--- src/verilog/ocdcs_pkg.sv ---
package ocdcs_pkg;
  // ----------------------------------------------------------------
  // command bytes
  // ----------------------------------------------------------------
  localparam logic [7:0] CMD_WR_CTL = 8'h04;
  localparam logic [7:0] CMD_RD_CTL = 8'h05;
  localparam logic [7:0] CMD_WR_REG = 8'h08;
  localparam logic [7:0] CMD_RD_REG = 8'h09;
  localparam logic [7:0] CMD_WR_PROG = 8'h0A;
  localparam logic [7:0] CMD_RD_PROG = 8'h0B;
  localparam logic [7:0] CMD_WR_DATA = 8'h0C;
  localparam logic [7:0] CMD_RD_DATA = 8'h0D;
  localparam logic [7:0] CMD_CRC = 8'h0E;
  localparam logic [7:0] CMD_STEP = 8'h10;
  localparam logic [7:0] CMD_STUFF = 8'h11;
  localparam logic [7:0] CMD_EXEC = 8'h12;

  // ----------------------------------------------------------------
  // debugger control register layout and fill values
  // ----------------------------------------------------------------
  localparam int CTL_HALT_BIT = 7;
  localparam int CTL_BRK_BIT = 6;
  localparam int CTL_ACK_BIT = 5;
  localparam int CTL_RST_BIT = 0;
  localparam logic [7:0] CTL_RESET = 8'h00;
  localparam logic [7:0] CTL_STORE_MASK = 8'hE0;
  localparam logic [7:0] FILL_BYTE = 8'hFF;
  localparam logic [15:0] CRC_FILL = 16'hFFFF;
  localparam logic [15:0] CRC_INIT = 16'hFFFF;
  localparam logic [15:0] CRC_POLY = 16'h1021;

  // ----------------------------------------------------------------
  // header lengths and transfer sizes
  // ----------------------------------------------------------------
  localparam logic [2:0] HDR_REG_LEN = 3'h3;
  localparam logic [2:0] HDR_MEM_LEN = 3'h4;
  localparam logic [16:0] SIZE_REG_MAX = 17'h0_0100;
  localparam logic [16:0] SIZE_MEM_MAX = 17'h1_0000;

  // ----------------------------------------------------------------
  // carriers
  // ----------------------------------------------------------------
  typedef enum logic [1:0] {SPACE_REG, SPACE_PROG, SPACE_DATA} ocdcs_space_t;

  typedef struct packed {
    logic valid;
    logic write;
    ocdcs_space_t space;
    logic [15:0] addr;
    logic [7:0] wdata;
  } ocdcs_mem_req_t;

  typedef struct packed {
    logic step;
    logic stuff;
    logic exec;
    logic exec_first;
    logic [7:0] opbyte;
  } ocdcs_cpu_cmd_t;
endpackage

--- src/verilog/ocdcs_top.sv ---
// Notes on behaviour
// - register read: command, {0000,addr[11:8]}, addr[7:0], size; zero size is 256
// - register read gives FFH per byte outside debug or under read protection
// - program write: command, address hi/lo, size hi/lo, data; zero size 65536
// - program write data dropped unless flash unlocked, debug, and unprotected
// - program read framed like write; FFH outside debug or under protection
// - data write: address and size high first; dropped outside debug or protected
// - data read 1..65536 bytes; FFH only outside debug, protection ignored
// - CRC-CCITT over all program memory, high byte first; FFFFH outside debug
// - CRC answer comes only after every program byte has been read
// - step runs one instruction; ignored outside debug or under protection
// - stuff takes host opcode byte, rest fetched by CPU; ignored when blocked
// - execute takes 1..5 bytes sized by opcode; blocked case eats one byte
// - 81H resets and halts, 41H resets and runs, 40H resumes from debug
// - control: halt bit7, break enable bit6, ack enable bit5, reset bit0, zero reset
// - register write dropped outside debug; protected allows only flash registers
// - under protection a control write can set halt but never clear it
module ocdcs_top #(
  parameter int unsigned PROG_SIZE = 65536,
  parameter logic [11:0] FLASH_REG_FIRST = 12'hFF8,
  parameter logic [11:0] FLASH_REG_LAST = 12'hFFD
) (
  // clock and reset
  input wire logic clk_i,
  input wire logic reset_i,
  // command bytes from the serial framer
  input wire logic rx_valid_i,
  input wire logic [7:0] rx_data_i,
  output logic rx_ready_o,
  // answer bytes to the serial framer
  output logic tx_valid_o,
  output logic [7:0] tx_data_o,
  input wire logic tx_ready_i,
  // memory and register file access
  output ocdcs_pkg::ocdcs_mem_req_t mem_req_o,
  input wire logic mem_ack_i,
  input wire logic [7:0] mem_rdata_i,
  // cpu side
  output ocdcs_pkg::ocdcs_cpu_cmd_t cpu_cmd_o,
  input wire logic [2:0] instr_len_i,
  input wire logic break_hit_i,
  output logic debug_halt_o,
  output logic breakpoint_enable_o,
  output logic debug_ack_enable_o,
  output logic dev_reset_o,
  // protection status
  input wire logic read_protect_i,
  input wire logic flash_unlocked_i
);
  import ocdcs_pkg::*;

  // ----------------------------------------------------------------
  // helpers
  // ----------------------------------------------------------------
  // one byte of msb-first crc-ccitt
  function automatic logic [15:0] crc_byte(input logic [15:0] c, input logic [7:0] d);
    logic [15:0] r;
    r = c ^ {d, 8'h00};
    for (int i = 0; i < 8; i++) begin
      r = r[15] ? ((r << 1) ^ CRC_POLY) : (r << 1);
    end
    return r;
  endfunction

  // permission for a memory command at the given address
  function automatic logic mem_allowed(input logic [7:0] c, input logic dbg,
                                       input logic prot, input logic unl,
                                       input logic [15:0] a);
    logic r;
    r = 1'b0;
    unique case (c)
      CMD_WR_REG: r = dbg && (!prot || (a[11:0] >= FLASH_REG_FIRST &&
                                        a[11:0] <= FLASH_REG_LAST));
      CMD_RD_REG: r = dbg && !prot;
      CMD_WR_PROG: r = dbg && !prot && unl;
      CMD_RD_PROG: r = dbg && !prot;
      CMD_WR_DATA: r = dbg && !prot;
      CMD_RD_DATA: r = dbg;
      default: r = 1'b0;
    endcase
    return r;
  endfunction

  function automatic ocdcs_space_t space_of(input logic [7:0] c);
    ocdcs_space_t s;
    s = SPACE_DATA;
    if (c == CMD_WR_REG || c == CMD_RD_REG) begin
      s = SPACE_REG;
    end else if (c == CMD_WR_PROG || c == CMD_RD_PROG) begin
      s = SPACE_PROG;
    end
    return s;
  endfunction

  // ----------------------------------------------------------------
  // interpreter state
  // ----------------------------------------------------------------
  typedef enum logic [3:0] {
    S_IDLE, S_HDR, S_CTLW, S_RD, S_RDW, S_TX, S_WR, S_WRW, S_CRC, S_CRCW, S_STUFF, S_EXEC
  } ocdcs_state_t;

  localparam logic [15:0] PROG_LAST = 16'(PROG_SIZE - 1);

  ocdcs_state_t st_q, st_d;
  logic [7:0] cmd_q, cmd_d;
  logic [2:0] hdr_q, hdr_d;
  logic [23:0] sh_q, sh_d;
  logic [15:0] addr_q, addr_d;
  logic [16:0] cnt_q, cnt_d;
  logic [7:0] tx_q, tx_d;
  logic [15:0] crc_q, crc_d;
  logic [7:0] ctl_q, ctl_d;
  ocdcs_mem_req_t mem_q, mem_d;
  ocdcs_cpu_cmd_t cpu_q, cpu_d;
  logic rst_q, rst_d;
  logic dbg, prot, ok, is_wr;
  logic [31:0] full;
  logic [15:0] crc_nx;

  assign dbg = ctl_q[CTL_HALT_BIT];
  assign prot = read_protect_i;
  assign ok = mem_allowed(cmd_q, dbg, prot, flash_unlocked_i, addr_q);
  assign is_wr = (cmd_q == CMD_WR_REG) || (cmd_q == CMD_WR_PROG) || (cmd_q == CMD_WR_DATA);
  assign full = {sh_q, rx_data_i};
  assign crc_nx = crc_byte(crc_q, mem_rdata_i);

  // bytes are taken only where the interpreter is waiting for one
  assign rx_ready_o = (st_q == S_IDLE) || (st_q == S_HDR) || (st_q == S_CTLW) ||
                      (st_q == S_WR) || (st_q == S_STUFF) || (st_q == S_EXEC);
  assign tx_valid_o = (st_q == S_TX);
  assign tx_data_o = tx_q;
  assign mem_req_o = mem_q;
  assign cpu_cmd_o = cpu_q;
  assign debug_halt_o = ctl_q[CTL_HALT_BIT];
  assign breakpoint_enable_o = ctl_q[CTL_BRK_BIT];
  assign debug_ack_enable_o = ctl_q[CTL_ACK_BIT];
  assign dev_reset_o = rst_q;

  // ----------------------------------------------------------------
  // next-state logic
  // ----------------------------------------------------------------
  // the whole interpreter is one group so each byte sees one coherent view
  always_comb begin
    st_d = st_q;
    cmd_d = cmd_q;
    hdr_d = hdr_q;
    sh_d = sh_q;
    addr_d = addr_q;
    cnt_d = cnt_q;
    tx_d = tx_q;
    crc_d = crc_q;
    ctl_d = ctl_q;
    mem_d = mem_q;
    cpu_d = '0;
    rst_d = 1'b0;
    unique case (st_q)
      S_IDLE: begin
        if (rx_valid_i) begin
          cmd_d = rx_data_i;
          unique case (rx_data_i)
            CMD_WR_REG, CMD_RD_REG: begin
              hdr_d = HDR_REG_LEN;
              st_d = S_HDR;
            end
            CMD_WR_PROG, CMD_RD_PROG, CMD_WR_DATA, CMD_RD_DATA: begin
              hdr_d = HDR_MEM_LEN;
              st_d = S_HDR;
            end
            CMD_WR_CTL: st_d = S_CTLW;
            CMD_RD_CTL: begin
              tx_d = ctl_q;
              cnt_d = 17'h0_0001;
              st_d = S_TX;
            end
            CMD_CRC: begin
              if (dbg) begin
                addr_d = 16'h0000;
                crc_d = CRC_INIT;
                st_d = S_CRC;
              end else begin
                crc_d = CRC_FILL;
                tx_d = CRC_FILL[15:8];
                cnt_d = 17'h0_0002;
                st_d = S_TX;
              end
            end
            CMD_STEP: cpu_d.step = dbg && !prot;
            CMD_STUFF: st_d = S_STUFF;
            CMD_EXEC: begin
              cnt_d = 17'h0_0000;
              st_d = S_EXEC;
            end
            default: st_d = S_IDLE;
          endcase
        end
      end
      S_HDR: begin
        if (rx_valid_i) begin
          sh_d = full[23:0];
          hdr_d = hdr_q - 3'h1;
          if (hdr_q == 3'h1) begin
            if (space_of(cmd_q) == SPACE_REG) begin
              addr_d = {4'h0, full[19:8]};
              cnt_d = (full[7:0] == 8'h00) ? SIZE_REG_MAX : {9'h000, full[7:0]};
            end else begin
              addr_d = full[31:16];
              cnt_d = (full[15:0] == 16'h0000) ? SIZE_MEM_MAX : {1'b0, full[15:0]};
            end
            st_d = is_wr ? S_WR : S_RD;
          end
        end
      end
      S_CTLW: begin
        if (rx_valid_i) begin
          ctl_d = rx_data_i & CTL_STORE_MASK;
          if (prot && ctl_q[CTL_HALT_BIT]) begin
            ctl_d[CTL_HALT_BIT] = 1'b1;
          end
          if (break_hit_i && ctl_q[CTL_BRK_BIT]) begin
            ctl_d[CTL_HALT_BIT] = 1'b1;
          end
          rst_d = rx_data_i[CTL_RST_BIT];
          st_d = S_IDLE;
        end
      end
      S_RD: begin
        if (ok) begin
          mem_d = '{valid: 1'b1, write: 1'b0, space: space_of(cmd_q), addr: addr_q,
                    wdata: 8'h00};
          st_d = S_RDW;
        end else begin
          tx_d = FILL_BYTE;
          st_d = S_TX;
        end
      end
      S_RDW: begin
        if (mem_ack_i) begin
          mem_d.valid = 1'b0;
          tx_d = mem_rdata_i;
          st_d = S_TX;
        end
      end
      S_TX: begin
        if (tx_ready_i) begin
          cnt_d = cnt_q - 17'h0_0001;
          addr_d = addr_q + 16'h0001;
          if (cnt_q == 17'h0_0001) begin
            st_d = S_IDLE;
          end else if (cmd_q == CMD_CRC) begin
            tx_d = crc_q[7:0];
          end else begin
            st_d = S_RD;
          end
        end
      end
      S_WR: begin
        if (rx_valid_i) begin
          cnt_d = cnt_q - 17'h0_0001;
          if (ok) begin
            mem_d = '{valid: 1'b1, write: 1'b1, space: space_of(cmd_q), addr: addr_q,
                      wdata: rx_data_i};
            st_d = S_WRW;
          end else begin
            addr_d = addr_q + 16'h0001; // dropped byte still advances
            if (cnt_q == 17'h0_0001) begin
              st_d = S_IDLE;
            end
          end
        end
      end
      S_WRW: begin
        if (mem_ack_i) begin
          mem_d.valid = 1'b0;
          addr_d = addr_q + 16'h0001;
          st_d = (cnt_q == 17'h0_0000) ? S_IDLE : S_WR;
        end
      end
      S_CRC: begin
        mem_d = '{valid: 1'b1, write: 1'b0, space: SPACE_PROG, addr: addr_q, wdata: 8'h00};
        st_d = S_CRCW;
      end
      S_CRCW: begin
        if (mem_ack_i) begin
          mem_d.valid = 1'b0;
          crc_d = crc_nx;
          addr_d = addr_q + 16'h0001;
          if (addr_q == PROG_LAST) begin
            tx_d = crc_nx[15:8];
            cnt_d = 17'h0_0002;
            st_d = S_TX;
          end else begin
            st_d = S_CRC;
          end
        end
      end
      S_STUFF: begin
        if (rx_valid_i) begin
          cpu_d.stuff = dbg && !prot;
          cpu_d.opbyte = rx_data_i;
          st_d = S_IDLE;
        end
      end
      S_EXEC: begin
        if (rx_valid_i) begin
          if (!(dbg && !prot)) begin
            st_d = S_IDLE;
          end else begin
            cpu_d.exec = 1'b1;
            cpu_d.opbyte = rx_data_i;
            if (cnt_q == 17'h0_0000) begin
              cpu_d.exec_first = 1'b1;
              cnt_d = {14'h0000, instr_len_i} - 17'h0_0001;
              if (instr_len_i <= 3'h1) begin
                st_d = S_IDLE;
              end
            end else begin
              cnt_d = cnt_q - 17'h0_0001;
              if (cnt_q == 17'h0_0001) begin
                st_d = S_IDLE;
              end
            end
          end
        end
      end
      default: st_d = S_IDLE;
    endcase
    // a break seen by the cpu halts it; this set beats any clear
    if (break_hit_i && ctl_q[CTL_BRK_BIT]) begin
      ctl_d[CTL_HALT_BIT] = 1'b1;
    end
  end

  // ----------------------------------------------------------------
  // registers
  // ----------------------------------------------------------------
  always_ff @(posedge clk_i) begin
    if (reset_i) begin
      st_q <= S_IDLE;
      cmd_q <= 8'h00;
      hdr_q <= 3'h0;
      sh_q <= 24'h00_0000;
      addr_q <= 16'h0000;
      cnt_q <= 17'h0_0000;
      tx_q <= 8'h00;
      crc_q <= 16'h0000;
      ctl_q <= CTL_RESET;
      mem_q <= '0;
      cpu_q <= '0;
      rst_q <= 1'b0;
    end else begin
      st_q <= st_d;
      cmd_q <= cmd_d;
      hdr_q <= hdr_d;
      sh_q <= sh_d;
      addr_q <= addr_d;
      cnt_q <= cnt_d;
      tx_q <= tx_d;
      crc_q <= crc_d;
      ctl_q <= ctl_d;
      mem_q <= mem_d;
      cpu_q <= cpu_d;
      rst_q <= rst_d;
    end
  end
endmodule

--- config.mk ---
export PLATFORM = sky130hd
export DESIGN_NAME = ocdcs_top
export DESIGN_NICKNAME = d
export VERILOG_FILES = /design/src/verilog/ocdcs_pkg.sv /design/src/verilog/ocdcs_top.sv
export SDC_FILE = /design/constraint.sdc
export NUM_CORES = 1
export LEC_CHECK = 0
export ABC_AREA = 0
export BUFFER_PORTS_ARGS = -buffer_cell sky130_fd_sc_hd__buf_2
export CORE_MARGIN = 8
export CORE_UTILIZATION = 35
export CTS_CLUSTER_SIZE = 20
export DETAILED_ROUTE_END_ITERATION = 10
export GPL_TIMING_DRIVEN = 0
export HOLD_SLACK_MARGIN = 0.06
export PLACE_DENSITY = 0.55
export SETUP_SLACK_MARGIN = 0.2
export SYNTH_ARGS = -nofsm -noshare
export SYNTH_HDL_FRONTEND = slang
export SYNTH_SLANG_ARGS = --single-unit
--- constraint.sdc ---
create_clock -name clk_i -period 2.5 [get_ports clk_i]
set_clock_uncertainty 0.05 [all_clocks]
set_input_delay 0.25 -clock clk_i [delete_from_list [all_inputs] [get_ports clk_i]]
set_output_delay 0.25 -clock clk_i [all_outputs]
set_load 0.01 [all_outputs]
---- Yosys cells after proc, flatten, opt, wreduce, memory -nomap -nowiden ----
Cells that the tools add are included.
storage, ports and cells
  input port bits ......................... 27
  logic and storage cells ................. 260
  register bits after elaboration ......... 140
  output and inout bits ................... 54
cells by class
  add/sub/neg operators ................... 4
  bitwise gates (word level) .............. 16
  $lt $le $gt $ge ......................... 3
  muxes and demuxes ....................... 99
  equality and inequality tests ........... 62
  reductions and logical operators ........ 55
operators by type and width
  kind                   number
  $mux 17                13
  $mux 16                13
  $eq 8x4->1 const B     14
  $mux 13                8
  $mux 8                 13
  $pmux 17 s6            1
  $mux 28                3
  $pmux 27 s3            1
  $pmux 16 s5            1
  $mux 4                 19
  $pmux 17 s3            1
  $pmux 4 s11            1
  $pmux 8 s5             1
  $ne 2x2->1 const B     16
  $pmux 16 s2            1
  $pmux 8 s2             2
  $pmux 4 s7             1
  $eq 8x5->1 const B     3
  $not 3->3              8
  $eq 17x1->1 const B    1
  $logic_not 17->1       1
  $sub 17x1->17 const B  1
  $add 16x1->16 const B  1
  $eq 16x16->1 const B   1
  48 further kinds       114

---- Depth between registers and ports, before layout ----
  depth in word-level cells ............... 20
  mapped depth ............................ 10
  gate-level depth less buffers ........... 8

---- Worst setup path before layout ----
Ideal clock, no wire load.
  path kind ............................... register -> register
  from .................................... register addr_q[0]
  to ...................................... register cnt_q[16]
  period minus slack after synthesis ...... 2.279 ns
  cell stages (with the launch flop) ...... 8
  setup time .............................. 0.117 ns
  slack ................................... 0.221 ns
  arrival ................................. 2.112 ns
  data required time ...................... 2.333 ns
  buffers on the path ..................... 1
  path through ............................ dfxtp_1 ha_1 nand4_1 nor4_1 o21ai_0 o41a_1 buf_2 a22o_1
between the ends
  cells in the longest elaborated chain, start to end .. 3
ends and longest elaborated chain
  what                                line              source
  start: declaration                  ocdcs_top.sv:108  logic [15:0] addr_q, addr_d;
  start signal: assignment            ocdcs_top.sv:355  addr_q <= addr_d;
  $eq 16x16->1                        ocdcs_top.sv:287  if (addr_q == PROG_LAST) begin
  $ne 2x2->1 (no source line)         --
  $reduce_and 12->1 (no source line)  --
  end signal: assignment              ocdcs_top.sv:356  cnt_q <= cnt_d;
  end: declaration                    ocdcs_top.sv:109  logic [16:0] cnt_q, cnt_d;
No other way between the ends.
A chain may end at the register's enable or synchronous reset.

---- Final worst setup path ----
  from .................................... register st_q[2]
  to ...................................... register cnt_q[9]
between the ends
  cells in the longest elaborated chain, start to end .. 3
  elaborated cells on any way between the ends .. 20
  those cells by class .................... eq/ne: 16; mux: 1; reduce/logical: 3
ends and longest elaborated chain
  what                                                        line              source
  start: declaration                                          ocdcs_top.sv:104  ocdcs_state_t st_q, st_d;
  start signal: assignment                                    ocdcs_top.sv:351  st_q <= st_d;
  $eq 4x3->1 (tied with other cells)                          ocdcs_top.sv:156  unique case (st_q)
  $reduce_bool 6->1 (no source line) (tied with other cells)  --
  $reduce_and 12->1 (no source line)                          --
Several ways; a longest one is shown, not always the timed one.

==> impl_metrics.json <==
{
  "port_buffers": 77,
  "grt_pass1_wl_um": 47500,
  "yosys_warnings": 0,
  "power.density_nw_per_um2": 486,
  "worst_ep_required_time_ns": 2.80,
  "hold_violations": 0,
  "preCtsSetupSlack_ns": -1.01,
  "drive_gt1_share_pct": 28.6,
  "area_growth_pct": 33.5,
  "worst_pin_slew_ns": 0.954,
  "core_um2": 23200,
  "timing.final.crit_period_ns": 2.34,
  "yosysMostFrequentCell": "nand2_1",
  "timing.final.ws_setup_ns": 0.158,
  "num_rows": 56,
  "die-width_um": 169,
  "cts_tree": "done",
  "report.final.slew_viol_count": 0,
  "clock_sinks": 140,
  "max_clock_freq_mhz": 427,
  "regArea_um2": 2830,
  "clk_pin_slew_ns": 0.06,
  "syn_area_um2": 8180,
  "synth.distinct_cells": 81,
  "routed_via_density": 5.77,
  "ant_nets": 0,
  "hold_path_class": "input pin to flop",
  "die-height_um": 169,
  "num_antenna_cells": 0,
  "cp-end-kind": "flop",
  "gr-total-overflow": 0,
  "fin_util_pct": 47.1,
  "h-tree-depth": 4,
  "path_max_fanout": 6,
  "synth_edf_count": 0,
  "fillers": 2269,
  "synth.area.top_cells": "dfxtp_1 34%, mux2i_1 7.0%, nand2_1 6.9%",
  "wl_met1_um": 14400,
  "grt_pass1_vias": 8293,
  "vias": 8692,
  "cp.arrival_ns": 2.64,
  "vdd_ir_drop_max_mv": 0.306,
  "drt_iter0_drc": 957,
  "met3WireLength_um": 2490,
  "critPathKind": "flop to flop",
  "routed_wl_um": 31500,
  "yosys-top-cells-count": "151 x nand2_1, 140 x dfxtp_1, 72 x a21oi_1",
  "dp_cells": 1419,
  "io_pins": 81,
  "wl_met2_um": 13900,
  "p_leak_uw": 0.00418,
  "ys.flop_type": "dfxtp_1",
  "setup_violations": 0,
  "drt-pass1-iter-count": 5,
  "synth.largest_area_cell": "dfxtp_1",
  "rsz0062_at_grt": "yes",
  "post-route-period-util_pct": 93.7,
  "routabilityCongestion": 0.934,
  "yosysTopAreaCellShare_pct": 34.3,
  "fin_total_pwr_uw": 5310,
  "multi_input_area_um2": 5610,
  "async_flop_share_pct": 0,
  "nets": 1212,
  "cts_buffers": 17,
  "clk_latency_ns": 0.45,
  "dieArea_um2": 28500,
  "syn_inst": 1023,
  "topRoutingLayerUsed": "met4",
  "cp-start-kind": "flop",
  "status": "complete, no violations",
  "start_util_pct": 35.3,
  "fin_area_um2": 10900,
  "root_buffer": "clkbuf_16",
  "ys_ff_latch": 140,
  "ys_seq_area_share_pct": 34.3,
  "hpwl_um": 21700,
  "drv_cap": 0,
  "grt_max_degree": 17,
  "slew_headroom_pct": 35.8,
  "wl_per_cell_um": 20.9,
  "dpl-instance-area_um2": 8960,
  "syn_avg_cell_area_um2": 7.99,
  "grt.total_usage_pct": 21.1,
  "cts_buffer_depth": 2,
  "layoutNonFillerInstCount": 1506,
  "antenna_found_initial": 0,
  "syn_nets": 1061,
  "drc": 0
}
-- logic make-up after synthesis --
| logic type | synth area share, % |
|---|---|
| and+or+nand+nor | 25.9 |
| adders and majority gates | 1.68 |
| DFF | 34.3 |
| AOI/OAI and AO/OA | 21.2 |
| buffers and inverters | 5.77 |
| muxes | 7.53 |
| xor gates and xnor gates | 3.64 |
-- sequential cells by signal, summed over array words and instances, names as in the netlist, 8 cells and up --
name       flops
tx_data_o      8
cpu_cmd_o     12
cnt_q         17
cmd_q          8
addr_q        16
sh_q          24
mem_req_o     28
crc_q         16
-- critical path: stages, from the launching register on --
cell and delay, ns:
dfxtp_2 0.33, buf_6 0.13, or4b_4 0.50, buf_8 0.15
o22ai_4 0.19, or2_4 0.19, o41a_1 0.36, buf_4 0.18
a31oi_1 0.04, o22ai_1 0.12
-- layer usage --
| layer | vias up | track usage (%) |
|---|---|---|
| met4 | 0 | 7.69 |
| met3 | 62 | 4.43 |
| met5 | - | 0 |
| met1 | 4166 | 29.3 |
| met2 | 406 | 31.7 |
| li1 | 4058 | - |
-- cell usage in the layout (no fill, tap or decap), drive strengths merged, types with 6 or more instances in the layout --
master / n
buf: 165
nand2: 153
dfxtp: 140
a21oi: 74
nor2: 71
clkbuf: 62
mux2i: 57
o21ai: 41
inv: 34
nor3: 33
nand3: 29
xnor2: 23
o22ai: 21
nand4: 18
nor4: 18
a31oi: 16
nand2b: 15
nor2b: 14
o32ai: 14
a211oi: 13
or3: 12
xor2: 11
ha: 11
and2: 9
nor4b: 8
o32a: 7
o211ai: 7
o31ai: 7
clkinvlp: 6
and3: 6
-- report_power, final --
part / internal [µW] / switching (µW) / total, µW
clock network: 1520 / 1120 / 2650
logic: 146 / 259 / 405
registers: 2240 / 14.9 / 2250
-- through the flow --
stage,hold slack [ns],setup TNS [ns]
global placement,0.394,-35.84
detailed placement,0.397,-35.56
floorplan,0.382,0
CTS,0.0704,0
finish,0.0700,0
global route,0.0934,0
-- timing repair --
| action | in CTS | in global routing |
|---|---|---|
| pin swaps | 21 | 27 |
| setup endpoints to repair | 119 | 104 |
| setup buffers | 30 | 20 |
| cloned | 2 | 3 |
| gates resized for setup | 138 | 108 |
| hold buffers | 0 | 0 |
-- cell type report --
cell class | instances | area share, %
inverter | 30 | 1.10
timing repair buffer | 131 | 7.69
tap | 319 | 3.66
multi-input combinational | 777 | 51.3
buffer | 77 | 4.81
clock inverter | 13 | 1.43
clock buffer | 19 | 4.06
sequential | 140 | 25.9
-- path summary, 6_finish.rpt --
path	end	start	slack, ns	depth (start not counted)
worst max-delay path	cnt_q[9]	st_q[2]	0.16	9
worst min-delay path	ctl_q[7]	break_hit_i	0.07	3
worst max register to register	cnt_q[9]	st_q[2]	0.16	9
worst min register to register	hdr_q[1]	hdr_q[1]	0.41	2
(Power assumes the default switching activity.)
